[src/core/fpd_params.svh]
`ifndef FPD_PARAMS_SVH
`define FPD_PARAMS_SVH
// times in ns unless named _us / _ms
`define FPD_CLK_PERIOD_NS   10
`define FPD_ROW_ACCESS_NS   80
`define FPD_RANDOM_CYCLE_NS 140
`define FPD_RMW_CYCLE_NS    165
`define FPD_PRECHARGE_NS    50
`define FPD_ROW_HOLD_NS     20
`define FPD_CAS_WIDTH_NS    20
`define FPD_CAS_PRE_NS      10
`define FPD_WE_WIDTH_NS     12
`define FPD_POWERUP_US      200
`define FPD_REFRESH_MS      16.4
`define FPD_REFRESH_ROWS    1024
`define FPD_INIT_REFRESHES  8
// derived cycle counts: minima round up
`define FPD_CYC_MIN(ns) (((ns) + `FPD_CLK_PERIOD_NS - 1) / `FPD_CLK_PERIOD_NS)
`define FPD_ROW_HOLD_CYC    `FPD_CYC_MIN(`FPD_ROW_HOLD_NS)
`define FPD_ACCESS_CYC      (`FPD_CYC_MIN(`FPD_ROW_ACCESS_NS) + 2)
`define FPD_CAS_CYC         `FPD_CYC_MIN(`FPD_CAS_WIDTH_NS)
`define FPD_CAS_PRE_CYC     `FPD_CYC_MIN(`FPD_CAS_PRE_NS)
`define FPD_WE_CYC          `FPD_CYC_MIN(`FPD_WE_WIDTH_NS)
`define FPD_PRE_CYC         `FPD_CYC_MIN(`FPD_PRECHARGE_NS)
`define FPD_RC_CYC          `FPD_CYC_MIN(`FPD_RANDOM_CYCLE_NS)
`define FPD_RMW_CYC         `FPD_CYC_MIN(`FPD_RMW_CYCLE_NS)
`define FPD_POWERUP_CYC     (`FPD_POWERUP_US * 1000 / `FPD_CLK_PERIOD_NS)
// interval rounds down: 1.64 ms / 1024 rows, a tenth of the 16.4 ms period
`define FPD_REFRESH_GAP_CYC (164000 / `FPD_CLK_PERIOD_NS * 10 / `FPD_REFRESH_ROWS)
`endif

[src/core/fpd_pkg.sv]
package fpd_pkg;
  typedef enum logic [9:0] {
    FPD_POWERUP = 10'h001,
    FPD_IDLE    = 10'h002,
    FPD_ROW     = 10'h004,
    FPD_COL     = 10'h008,
    FPD_DATA    = 10'h010,
    FPD_WRLATE  = 10'h020,
    FPD_CASUP   = 10'h040,
    FPD_RASUP   = 10'h080,
    FPD_PRE     = 10'h100,
    FPD_REFR    = 10'h200
  } fpd_state_t;
  typedef enum logic [1:0] {
    FPD_OP_READ  = 2'h0,
    FPD_OP_WRITE = 2'h1,
    FPD_OP_RMW   = 2'h2
  } fpd_op_t;
endpackage : fpd_pkg

[src/core/fpd_timer.sv]
`timescale 1ns/1ps
// down counter with load; also used as refresh interval timer
module fpd_timer #(
  parameter int WIDTH = 16
) (
  // clock
  input  wire logic             clk_sys,
  input  wire logic             rst_n,
  input  wire logic             clk_en,
  // control
  input  wire logic             load,
  input  wire logic [WIDTH-1:0] load_value,
  // status
  output logic                  done
);
  typedef struct packed {
    logic [WIDTH-1:0] count;
  } fpd_timer_state_t;
  fpd_timer_state_t st, next_st;
  always_comb begin
    next_st = st;
    if (load) begin
      next_st.count = load_value;
    end else if (st.count != '0) begin
      next_st.count = st.count - 1'b1;
    end
  end
  always_ff @(posedge clk_sys) begin
    if (!rst_n) begin
      st <= '0;
    end else if (clk_en) begin
      st <= next_st;
    end
  end
  assign done = (st.count == '0);
endmodule : fpd_timer

[src/core/fpd_ctrl.sv]
`timescale 1ns/1ps
`include "fpd_params.svh"
// How it works
// - row address goes out, row strobe falls, then column address, column strobe falls
// - address is driven a cycle before each strobe falls
// - early write drops write first; read-modify-write drops it after column strobe
// - row strobe stays low across accesses to the same open row
// - any column order and any mix of operations inside a page
// - one column strobe per device, decoded from the top request bits
// - one refresh every 161 cycles: 1024 refreshes in about 1.65 ms, well inside 16.4 ms
// - random cycles kept at least the random cycle time apart
// - read-modify-write cycles kept at least the rmw cycle time long
// - 200 us with strobes high, then eight refresh cycles before accesses
module fpd_ctrl
  import fpd_pkg::*;
#(
  parameter int DEVICES      = 2,
  parameter int POWERUP_CYC  = `FPD_POWERUP_CYC,
  parameter int REFRESH_GAP  = `FPD_REFRESH_GAP_CYC
) (
  // clock and reset
  input  wire logic                       clk_sys,
  input  wire logic                       rst_n,
  input  wire logic                       clk_en,
  // user request
  input  wire logic                       req_valid,
  output logic                            req_ready,
  input  wire fpd_pkg::fpd_op_t           req_op,
  input  wire logic [$clog2(DEVICES)+19:0] req_addr,
  input  wire logic [3:0]                 req_wdata,
  input  wire logic [3:0]                 req_mask,
  // user answer
  output logic                            rsp_valid,
  output logic [3:0]                      rsp_rdata,
  output logic                            init_done,
  // memory pins
  output logic [9:0]                      mem_addr,
  output logic                            ras_n,
  output logic [DEVICES-1:0]              cas_n,
  output logic                            we_n,
  output logic                            oe_n,
  input  wire logic [3:0]                 data_io_in,
  output logic [3:0]                      data_io_out,
  output logic                            data_io_oe
);
  import fpd_pkg::*;
  localparam int DW = (DEVICES > 1) ? $clog2(DEVICES) : 1;
  localparam int TW = 16;
  localparam int GW = 32;
  typedef struct packed {
    fpd_state_t  state;
    logic [TW-1:0] cnt;
    logic [GW-1:0] ras_cnt;
    logic [3:0]  init_left;
    logic        inited;
    logic        row_open;
    logic [9:0]  open_row;
    logic [DW-1:0] dev;
    fpd_op_t     op;
    logic [9:0]  col;
    logic [3:0]  wdata;
    logic [3:0]  mask;
    logic        ref_pending;
    logic [9:0]  addr;
    logic        ras_n;
    logic [DEVICES-1:0] cas_n;
    logic        we_n;
    logic        oe_n;
    logic [3:0]  dout;
    logic        dout_oe;
    logic [3:0]  rdata;
    logic        rsp;
  } fpd_ctrl_state_t;
  fpd_ctrl_state_t st, next_st;
  logic [3:0] din_meta, din_sync;
  logic       gap_load, gap_done;
  logic [DW-1:0] req_dev;
  // data pins come from off chip: two stages before use
  always_ff @(posedge clk_sys) begin
    if (!rst_n) begin
      din_meta <= 4'h0;
      din_sync <= 4'h0;
    end else if (clk_en) begin
      din_meta <= data_io_in;
      din_sync <= din_meta;
    end
  end
  assign req_dev = (DEVICES > 1) ? DW'(req_addr[$clog2(DEVICES)+19:20]) : '0;
  fpd_timer #(.WIDTH(GW)) u_refresh_gap (
    .clk_sys    (clk_sys),
    .rst_n      (rst_n),
    .clk_en     (clk_en),
    .load       (gap_load),
    .load_value (GW'(REFRESH_GAP)),
    .done       (gap_done)
  );
  assign gap_load = gap_done;
  assign req_ready = (st.state == FPD_IDLE) && st.inited && !st.ref_pending
                     && !(st.row_open && req_addr[19:10] != st.open_row);
  always_comb begin
    next_st = st;
    next_st.rsp = 1'b0;
    if (st.cnt != '0) next_st.cnt = st.cnt - 1'b1;
    if (st.ras_cnt != '0) next_st.ras_cnt = st.ras_cnt - 1'b1;
    if (gap_done) next_st.ref_pending = 1'b1;
    unique case (st.state)
      FPD_POWERUP: if (st.cnt == '0) begin
        next_st.state = FPD_PRE;
      end
      FPD_IDLE: begin
        if (st.ref_pending || !st.inited) begin
          if (st.row_open) begin // page closed before refresh
            next_st.state = FPD_RASUP;
          end else begin
            next_st.cas_n = '0; // column before row
            // cleared on entry so a tick during the refresh is not lost
            next_st.ref_pending = gap_done;
            next_st.we_n  = 1'b1;
            next_st.cnt   = TW'(`FPD_CAS_PRE_CYC);
            next_st.state = FPD_REFR;
          end
        end else if (req_valid && st.row_open && req_addr[19:10] != st.open_row) begin
          next_st.state = FPD_RASUP;
        end else if (req_valid) begin
          next_st.dev   = req_dev;
          next_st.op    = req_op;
          next_st.col   = req_addr[9:0];
          next_st.wdata = req_wdata;
          next_st.mask  = req_mask;
          if (st.row_open) begin
            next_st.addr  = req_addr[9:0];
            next_st.state = FPD_COL;
          end else begin
            next_st.addr     = req_addr[19:10];
            next_st.open_row = req_addr[19:10];
            next_st.state    = FPD_ROW;
          end
          if (req_op == FPD_OP_WRITE) begin
            next_st.we_n    = 1'b0; // early write
            next_st.oe_n    = 1'b1;
            next_st.dout    = req_wdata & req_mask | 4'h0;
            next_st.dout_oe = 1'b1;
          end
        end
      end
      FPD_ROW: begin
        next_st.ras_n    = 1'b0;
        next_st.row_open = 1'b1;
        next_st.ras_cnt  = GW'(`FPD_RC_CYC);
        next_st.cnt      = TW'(`FPD_ROW_HOLD_CYC);
        next_st.state    = FPD_COL;
      end
      FPD_COL: if (st.cnt == '0) begin
        if (st.addr != st.col) begin
          next_st.addr = st.col;
        end else begin
          next_st.cas_n[st.dev] = 1'b0;
          if (st.op != FPD_OP_WRITE) next_st.oe_n = 1'b0;
          next_st.cnt   = TW'(`FPD_ACCESS_CYC);
          if (st.op == FPD_OP_RMW) next_st.ras_cnt = GW'(`FPD_RMW_CYC);
          next_st.state = FPD_DATA;
        end
      end
      FPD_DATA: if (st.cnt == '0) begin
        if (st.op == FPD_OP_WRITE) begin
          next_st.state = FPD_CASUP;
        end else begin
          next_st.rdata = din_sync;
          next_st.rsp   = 1'b1;
          if (st.op == FPD_OP_RMW) begin
            next_st.oe_n    = 1'b1; // turn device outputs off first
            next_st.dout    = (st.wdata & st.mask) | (din_sync & ~st.mask);
            next_st.dout_oe = 1'b1;
            next_st.cnt     = TW'(`FPD_WE_CYC);
            next_st.state   = FPD_WRLATE;
          end else begin
            next_st.state = FPD_CASUP;
          end
        end
      end
      FPD_WRLATE: begin
        next_st.we_n = 1'b0; // later write strobe latches data
        if (st.cnt == '0) next_st.state = FPD_CASUP;
      end
      FPD_CASUP: begin
        next_st.cas_n   = '1;
        next_st.oe_n    = 1'b1;
        next_st.we_n    = 1'b1;
        next_st.dout_oe = 1'b0;
        next_st.cnt     = TW'(`FPD_CAS_PRE_CYC);
        next_st.state   = FPD_IDLE;
      end
      FPD_RASUP: if (st.ras_cnt == '0) begin
        next_st.ras_n    = 1'b1;
        next_st.row_open = 1'b0;
        next_st.cnt      = TW'(`FPD_PRE_CYC);
        next_st.state    = FPD_PRE;
      end
      FPD_PRE: if (st.cnt == '0) begin
        next_st.state = FPD_IDLE;
      end
      FPD_REFR: if (st.cnt == '0) begin
        if (st.ras_n) begin
          next_st.ras_n   = 1'b0;
          next_st.ras_cnt = GW'(`FPD_RC_CYC);
          next_st.cnt     = TW'(`FPD_CYC_MIN(`FPD_ROW_ACCESS_NS));
        end else begin
          next_st.ras_n       = 1'b1;
          next_st.cas_n       = '1;
          if (!st.inited) begin
            next_st.init_left = st.init_left - 4'h1;
            next_st.inited    = (st.init_left == 4'h1);
          end
          next_st.cnt   = TW'(`FPD_PRE_CYC);
          next_st.state = FPD_PRE;
        end
      end
      default: next_st.state = FPD_IDLE;
    endcase
  end
  always_ff @(posedge clk_sys) begin
    if (!rst_n) begin
      st           <= '0;
      st.state     <= FPD_POWERUP;
      st.cnt       <= TW'(POWERUP_CYC); // strobes held high meanwhile
      st.init_left <= 4'(`FPD_INIT_REFRESHES);
      st.ras_n     <= 1'b1;
      st.cas_n     <= '1;
      st.we_n      <= 1'b1;
      st.oe_n      <= 1'b1;
    end else if (clk_en) begin
      st <= next_st;
    end
  end
  assign mem_addr    = st.addr;
  assign ras_n       = st.ras_n;
  assign cas_n       = st.cas_n;
  assign we_n        = st.we_n;
  assign oe_n        = st.oe_n;
  assign data_io_out = st.dout;
  assign data_io_oe  = st.dout_oe;
  assign rsp_valid   = st.rsp;
  assign rsp_rdata   = st.rdata;
  assign init_done   = st.inited;
endmodule : fpd_ctrl

[config.mk]
export PLATFORM = sky130hd
export DESIGN_NAME = fpd_ctrl
export DESIGN_NICKNAME = d
export VERILOG_FILES = /design/src/core/fpd_pkg.sv /design/src/core/fpd_timer.sv /design/src/core/fpd_ctrl.sv
export VERILOG_INCLUDE_DIRS = /design/src /design/src/core
export SDC_FILE = /design/constraint.sdc
export NUM_CORES = 1
export LEC_CHECK = 0
export BUFFER_PORTS_ARGS = -buffer_cell sky130_fd_sc_hd__buf_4
export CAP_MARGIN = 20
export CORE_MARGIN = 1
export CORE_UTILIZATION = 61
export DETAILED_ROUTE_END_ITERATION = 8
export PLACE_DENSITY = 0.8
export SLEW_MARGIN = 30
export SYNTH_ARGS = -nofsm -noshare
export SYNTH_HDL_FRONTEND = slang
export SYNTH_HIERARCHICAL = 1
export SYNTH_SLANG_ARGS = --single-unit
[constraint.sdc]
create_clock -name clk_sys -period 7.17 [get_ports clk_sys]
set_clock_uncertainty 0.15 [all_clocks]
set_input_delay 1.7925 -clock clk_sys [delete_from_list [all_inputs] [get_ports clk_sys]]
set_output_delay 1.7925 -clock clk_sys [all_outputs]
set_load 0.02 [all_outputs]
* After elaboration in Yosys (flattened, before gate mapping)
Index checks and enable logic that the tools add are counted.
** Word-level totals
- Logic and storage cells :: 199
- Input port bits :: 39
- Output and inout port bits :: 27
- Register bits :: 161
** Operators by class
- Reductions and logical operators :: 41
- Add/subtract/negate cells :: 4
- Order comparisons :: 2
- Bitwise logic cells :: 13
- Mux-type cells :: 73
- Equality and inequality tests :: 41
** Operator list (count)
- two-way mux 32 bit :: 5
- two-way mux 10 bit :: 14
- two-way mux 58 bit :: 2
- one-hot mux 16 bit (7 select lines) :: 1
- one-hot mux 32 bit (3 select lines) :: 1
- one-hot mux 10 bit (9 select lines) :: 1
- two-way mux 16 bit :: 5
- zero test 32 bit :: 2
- nonzero test 32 bit :: 2
- subtractor 32 x 1 -> 32 bit, second input constant :: 2
- two-way mux 63 bit :: 1
- two-way mux 26 bit :: 2
- two-way mux 7 bit :: 5
- inequality test 2 bit, second input constant :: 17
- two-way mux 11 bit :: 2
- inequality test 10 bit :: 2
- one-hot mux 10 bit (2 select lines) :: 1
- AND reduction 9 bit :: 2
- zero test 16 bit :: 1
- nonzero test 16 bit :: 1
- subtractor 16 x 1 -> 16 bit, second input constant :: 1
- two-way mux 1 bit :: 13
- AND 4 bit :: 3
- two-way mux 6 bit :: 2
- other kinds (51) :: 86

* Logic depth before layout (Yosys ltp)
Gate-level depths: netlist of run 1.
- Depth after elaboration :: 9
- Depth in mapped cells :: 13
- Gate-level depth less buffers :: 10

* Modules after synthesis
The synthesis of run 1 kept the hierarchy.
** By module, submodules not included
- fpd_ctrl :: cells an instance 828, area each 7035.5 µm², instances 1
- fpd_timer :: cells an instance 281, area each 2239.6 µm², instances 1

* Least setup slack after synthesis of run 1
OpenSTA, ideal clock, no wires.
- Path type :: input-to-output
- Start point :: in req_addr[17]
- End point :: out req_ready
- Setup slack :: 2.157 ns
- Arrival :: 3.071 ns
- Stages on the path :: 4
- Cells stage by stage :: xor2_1 > nor4_1 > a31oi_1 > nor3_1
** On the way
- Cells in the longest elaborated chain, start to end :: 4
** Ends and longest elaborated chain
- start, declared :: line fpd_ctrl.sv:29 : input wire logic [$clog2(DEVICES)+19:0] req_addr,
- inequality test 10 bit :: line fpd_ctrl.sv:99 : && !(st.row_open && req_addr[19:10] != st.open_row);
- logical AND 1 bit :: line fpd_ctrl.sv:99
- zero test 1 bit :: line fpd_ctrl.sv:99
- logical AND 1 bit :: line fpd_ctrl.sv:99
- end, declared :: line fpd_ctrl.sv:27 : output logic req_ready,
Every way passes these cells.

* Final worst setup path of run 1
- Start point :: in req_addr[19]
- End point :: out req_ready
Same word-level chain as after synthesis.

==> impl_metrics.py, run 1 <==
metrics = {
    "pwr": {
        "worst_ir_drop_vdd_v": 0.000357,
        "power.share.sequential_pct": 29.8,
        "leakage_power_nw": 4.06,
        "totalPowerFinal_w": 0.00408,
        "comb_power_share_pct": 47.1,
        "total_switching_power_w": 0.00172,
        "power.switching_fraction_pct": 42.1,
        "internal-power_w": 0.00236,
        "cellPowerDensity_nw_per_um2": 394,
        "portion_of_total_power_attributed_to_the_clock_network_pct": 23.2,
    },
    "run_status": {
        "result_of_the_run": "finished with violations",
        "violations": "design-rule violations",
    },
    "setup_path": {
        "r2r_end": "u_refresh_gap/st[6]",
        "worstSetupStartpointType": "input port",
        "max_stage_delay_ps": 490,
        "timing.rr.start": "u_refresh_gap/st[9]",
        "critPathBufInv": 2,
        "cp_top_family": "simple AND/OR/NAND/NOR gates",
        "critical-path-slowest-cell": "nor4_1",
        "cp.arrival_ps": 3280,
        "crit_type": "in -> out",
        "cp_cell_sequence": "buf_4, xor2_1, nor4_1, a31oi_1, nor3_1, buf_4",
        "worst_setup_path_end_kind": "primary output",
        "cp_max_fo": 5,
        "timing.reg2reg.worst_path_depth": 9,
        "worstPathRequired_ps": 5230,
        "critical_path.startpoint": "req_addr[19]",
        "rrSetupSlack_ps": 2770,
        "most_used_cell_cp": "buf_4",
    },
    "cts": {
        "clkSinkCount": 161,
        "cts_inserted_buffers": 17,
        "clk_latency_ps": 420,
        "clock-root-buffer": "clkbuf_16",
        "h_tree_depth_reported_by_cts": 4,
        "holdBufCountCts": 0,
        "clk_pin_slew_ps": 60,
        "cts_post_setup_buffers_inserted": 0,
        "ctsLongestPathBuffers": 2,
        "cts_tree": "built",
        "cts-resized-gates": 0,
    },
    "logic_synthesis": {
        "post-synth-top-area-fraction_pct": 34.7,
        "post-synth-top-count-cell": "dfxtp_1",
        "netlist_top_cells_count": "dfxtp_1 (161), nor2_1 (129), nand2_1 (90)",
        "ys_seq_elements": 161,
        "yosys_warnings": 6,
        "syn-cell-area_um2": 9280,
        "count_of_flip_flops_with_a_built_in_enable_after_synthesis": 0,
        "async_reset_ff_share_pct": 0,
        "syn_inst": 1109,
        "dominantRegCellSynth": "dfxtp_1",
        "synth_area_leaders": "dfxtp_1 (35%), mux2i_1 (8.3%), nor2_1 (5.2%)",
        "yosys.area.top_type": "dfxtp_1",
        "synth.lib_cells_used.distinct": 83,
        "post_synth.cell_area_avg_um2": 8.36,
        "synth_sequential_area_ratio_pct": 34.7,
    },
    "sta": {
        "grt_setup_unrepaired": "false",
        "fmax_mhz": 192,
        "final-max-slew-violation-count": 0,
        "final_min_period_over_clock_period_pct": 72.8,
        "final-hold-violation-count": 0,
        "post-route-min-period_ps": 5220,
        "final-setup-viol-count": 0,
        "hold_ws_ps": 338,
        "setup_tns_ps": 0,
        "max_slew.worst_pin.slew_ps": 939,
        "worst_slew_slack_as_a_fraction_of_its_limit_pct": 36.8,
    },
    "placement": {
        "post-dp-hpwl_um": 14900,
        "portBuffers": 65,
        "placed_cells": 1300,
        "routabilityCongestion": 0.931,
    },
    "floorplan": {
        "i_o_pins": 66,
        "initial_core_utilization_pct": 63.1,
        "total_die_area_um2": 15700,
        "core_area_um2": 14700,
        "die_height_um": 125,
        "dieWidth_um": 125,
        "placementRows": 44,
    },
    "routing": {
        "count_of_antenna_violating_nets_left_after_detailed_routing": 0,
        "routed_via_density": 6.30,
        "drtPass1Iterations": 8,
        "drtIter0Drc": 884,
        "post_route_drc": 4,
        "dr_total_vias": 8386,
        "avgRoutedWirePerCell_um": 16.9,
        "routed_wirelength_um": 22500,
    },
    "global_route": {
        "grt_overflow": 0,
        "first_global_vias": 7824,
        "grt_start_max_net_pins": 74,
        "wire_length_of_the_first_global_routing_pass_um": 38000,
        "grt_use_total_pct": 29.3,
        "antenna_found_initial": 0,
    },
    "job": {
        "max_cap_violations": 0,
    },
    "hold_path": {
        "hold_end": "mem_addr[4]",
        "holdCritStartpoint": "mem_addr[4]",
        "min_delay_path_depth": 2,
        "hp-class": "reg -> reg",
    },
    "finish": {
        "n_antenna_cell": 0,
        "layoutNonFillerInstCount": 1331,
        "n_fill_cell": 1202,
        "post_route_cells_drive_above_1_share_pct": 13.2,
        "multi_input_comb_area_um2": 5630,
        "area_growth_syn_to_layout_pct": 11.6,
        "design.final.nets": 1179,
        "register_area_um2": 3220,
    },
}
## power groups by stage
stage	combinational (W)	clock, W	sequential (W)
4_1_cts	0.00189	0.000955	0.00121
6_report	0.00192	0.000946	0.00121
2_1_floorplan	0.00162	0	0.00118
3_3_place_gp	0.00182	0	0.00122
3_5_place_dp	0.00187	0	0.00123
5_1_grt	0.00212	0.00100	0.00124
## registers in the layout (all words and copies together), names as in the netlist, 2 cells and up
| name | count |
|---|---|
| cas_n | 2 |
| data_io_out | 4 |
| din_meta | 4 |
| din_sync | 4 |
| mem_addr | 10 |
| rsp_rdata | 4 |
| st | 95 |
| u_refresh_gap/st | 32 |
## final cells by class
type                    instances  area share (%)
well taps                     184            2.22
clock inverters                13            1.73
flip-flops and latches        161            31.1
clock buffers                  18            4.24
multi-input cells             858            54.4
inverters                      21           0.762
repair buffers                 76            5.55
## how the worst max path moves through the flow
stage	to	slack [ps]	cells past startpoint
floorplan	req_ready	2160	4
global placement	req_ready	2000	6
finish	req_ready	1950	6
CTS	req_ready	1980	6
detailed placement	req_ready	1980	6
global route	req_ready	1790	6
## stage by stage
stage          setup slack (ps)  utilization (%)  instance area, um^2
3_5_place_dp               1980             66.2                 9730
4_1_cts                    1980             70.4                10400
6_report                   1950             70.4                10400
3_3_place_gp               2000             66.0                 9700
5_1_grt                    1790             70.4                10400
2_1_floorplan              2160                -                 9390
## cell usage in the layout, fill, tap and decap left out, drive strengths merged, types with 7 or more instances in the layout
master and count:
a21o 7, a21oi 30, a22o 7, a31o 8, a31oi 18, a32o 23, and2 8, and3 13
and4 7, buf 76, clkbuf 18, conb 33, dfxtp 161, inv 23, mux2i 77, nand2 92
nand3 42, nand4 23, nor2 129, nor3 38, nor4 38, nor4b 9, o211ai 19, o21ai 33
o31ai 11, or3 16, or4 13, xnor2 36, xor2 25
## cells by family after synthesis
family / after synthesis / synth area share (%)
other: 2 / 0.0810
adders and majority gates: 5 / 0.674
AOI/OAI and AO/OA: 226 / 18.4
DFF: 161 / 34.7
buffers and inverters: 121 / 6.21
muxes: 78 / 8.43
xor gates and xnor gates: 61 / 5.76
and+or+nand+nor: 455 / 25.7
## metal layers
metal | GRT usage, % | up-vias | wire [um]
met5 | 0 | - | 0
li1 | - | 4106 | -
met4 | 9.47 | 0 | 320
met2 | 46.8 | 254 | 10400
met3 | 5.82 | 31 | 1190
met1 | 39.8 | 3995 | 10600
## worst min-delay path, stage by stage (launching register included)
cell,delay [ps]
dfxtp_1,330
nand2_1,60
mux2i_1,50
Power figures use the tool's default switching activity.
==> run 2, diff against run 1 <==
Settings changed: CORE_UTILIZATION 61 to 55, PLACE_DENSITY 0.8 to 0.77.
Clock period 7.17 ns to 4.6 ns, I/O delays scaled along.
==> run 2 against run 1 <==
  * The flow now finishes without violations
  * Flip-flop and latch count unchanged
  * Critical path depth unchanged
  * Register-to-register slack worse by 1700 ps
  * Via count up 0.72%
  * Non-clock buffer count up 9
  * First-iteration DRC count down 14%
  * Combinational power up 57%
  * Die area up 11%
  * Count of clock-buffer cells in the layout down 1
  * Largest power group unchanged
==> impl_metrics.py, run 2 (same netlist as run 1, synthesis figures left out) <==
metrics = {
    "run_status": {
        "result_of_the_run": "completed",
    },
    "floorplan": {
        "placementRows": 47,
        "initial_core_utilization_pct": 56.1,
        "die_height_um": 132,
        "dieWidth_um": 132,
        "core_area_um2": 16500,
        "i_o_pins": 66,
        "total_die_area_um2": 17400,
    },
    "sta": {
        "grt_setup_unrepaired": "false",
        "setup_tns_ps": 0,
        "final-max-slew-violation-count": 0,
        "max_slew.worst_pin.slew_ps": 910,
        "fmax_mhz": 260,
        "worst_slew_slack_as_a_fraction_of_its_limit_pct": 38.8,
        "final-hold-violation-count": 0,
        "final_min_period_over_clock_period_pct": 83.8,
        "post-route-min-period_ps": 3850,
        "final-setup-viol-count": 0,
    },
    "finish": {
        "n_fill_cell": 1415,
        "regMostFlops": "st",
        "n_antenna_cell": 0,
        "most_used_cells_in_the_layout_excluding_fill_and_tap_cells": "dfxtp_1 (161), nor2_1 (129), nand2_1 (90), buf_4 (84), mux2i_1 (77)",
        "largest_register_ffs": 95,
        "utilization_after_layout_pct": 63.1,
        "layout.cells.most_common": "dfxtp_1",
        "area_growth_syn_to_layout_pct": 12.4,
        "design.final.nets": 1188,
        "post_route_cells_drive_above_1_share_pct": 13.9,
    },
    "cts": {
        "h_tree_depth_reported_by_cts": 4,
        "clkSinkCount": 161,
        "clock-root-buffer": "clkbuf_16",
        "holdBufCountCts": 0,
        "clk_pin_slew_ps": 70,
        "clk_latency_ps": 430,
        "cts-resized-gates": 0,
        "cts_tree": "built",
        "ctsLongestPathBuffers": 2,
        "cts_inserted_buffers": 17,
        "cts_post_setup_buffers_inserted": 0,
    },
    "setup_path": {
        "cp.arrival_ps": 2550,
        "max_stage_delay_ps": 460,
        "timing.rr.start": "st[98]",
        "critical-path-slowest-cell": "nor4_1",
        "rrSetupSlack_ps": 1060,
        "worstPathRequired_ps": 3300,
        "most_used_cell_cp": "buf_4",
        "r2r_end": "oe_n",
        "worst_setup_path_end_kind": "primary output",
        "timing.reg2reg.worst_path_depth": 6,
        "crit_type": "in -> out",
        "worstSetupStartpointType": "input port",
        "cp_cell_sequence": "buf_4, xor2_1, nor4_1, a31oi_1, nor3_1, buf_4",
        "cp_max_fo": 5,
    },
    "routing": {
        "routed_via_density": 6.13,
        "dr_total_vias": 8446,
        "post_route_drc": 0,
        "routed_wirelength_um": 22700,
        "drtPass1Iterations": 8,
        "avgRoutedWirePerCell_um": 16.5,
        "drtIter0Drc": 761,
        "count_of_antenna_violating_nets_left_after_detailed_routing": 0,
    },
    "hold_path": {
        "hp-class": "reg -> reg",
        "holdCritStartpoint": "rsp_valid",
        "min_delay_path_depth": 2,
        "hold_end": "rsp_valid",
    },
    "pwr": {
        "leakage_power_nw": 4.10,
        "cellPowerDensity_nw_per_um2": 605,
        "worst_ir_drop_vdd_v": 0.000557,
    },
    "placement": {
        "routabilityCongestion": 0.914,
        "portBuffers": 65,
        "post-dp-hpwl_um": 15400,
    },
    "job": {
        "max_cap_violations": 0,
    },
    "global_route": {
        "grt_overflow": 0,
        "grt_use_total_pct": 26.3,
        "grt_start_max_net_pins": 85,
        "antenna_found_initial": 0,
        "wire_length_of_the_first_global_routing_pass_um": 38000,
        "first_global_vias": 7870,
    },
}
[run 2: cell count changes in the layout (fill, tap and decap cells not counted), sizes merged]
cell and delta:
buf +9, inv +7, bufinv -3, clkinvlp -2
clkbuf -1
[run 2: worst max-delay path by stage]
stage	from	endpoint	slack, ps	cells after the start
floorplan	req_addr[17]	req_ready	870	4
global placement	req_addr[18]	req_ready	770	6
detailed placement	req_addr[18]	req_ready	760	6
CTS	req_addr[18]	req_ready	750	6
global route	req_addr[18]	req_ready	640	6
finish	req_addr[18]	req_ready	750	6
[run 2: critical path, delay by kind of cell]
family | cells | cell delay [ps]
AOI/OAI and AO/OA | 1 | 280
xor gates and xnor gates | 1 | 130
buffers and inverters | 2 | 290
and+or+nand+nor | 2 | 700
[run 2: final cells by class]
cell class	count	area [um^2]	area share, %
clock buffer	17	425	4.08
clock inverter	15	156	1.50
inverter	21	78.8	0.756
multi-input combinational	858	5620	53.9
sequential	161	3220	30.9
tap	220	275	2.64
timing repair buffer	85	651	6.24
[run 2: layer usage]
layer  GRT usage, %  wire (um)  vias to the layer above  share of wire, %
met5              0          0                        -                 0
met4           8.85        417                        0               1.8
met3           5.04       1320                       44               5.8
met2           43.7      10500                      270                46
met1           34.2      10400                     3992                46
li1               -          -                     4140                 -
[run 2: per-stage QoR]
step                      instances  power [W]  cell area (um^2)  setup slack, ps  hold WS [ps]
after floorplan                1140    0.00436              9390              872           307
after global placement         1345    0.00479              9830              773           321
after detailed placement       1345    0.00487              9850              759           318
after CTS                      1377    0.00629             10400              746           334
after global routing           1377    0.00674             10400              636           369
final                          1377    0.00631             10400              747           335
[run 2: where the power goes]
| group | internal (W) | total (W) | switching (W) |
|---|---|---|---|
| logic | 0.00119 | 0.00302 | 0.00182 |
| registers | 0.00163 | 0.00189 | 0.000256 |
| clock network | 0.000729 | 0.00140 | 0.000668 |
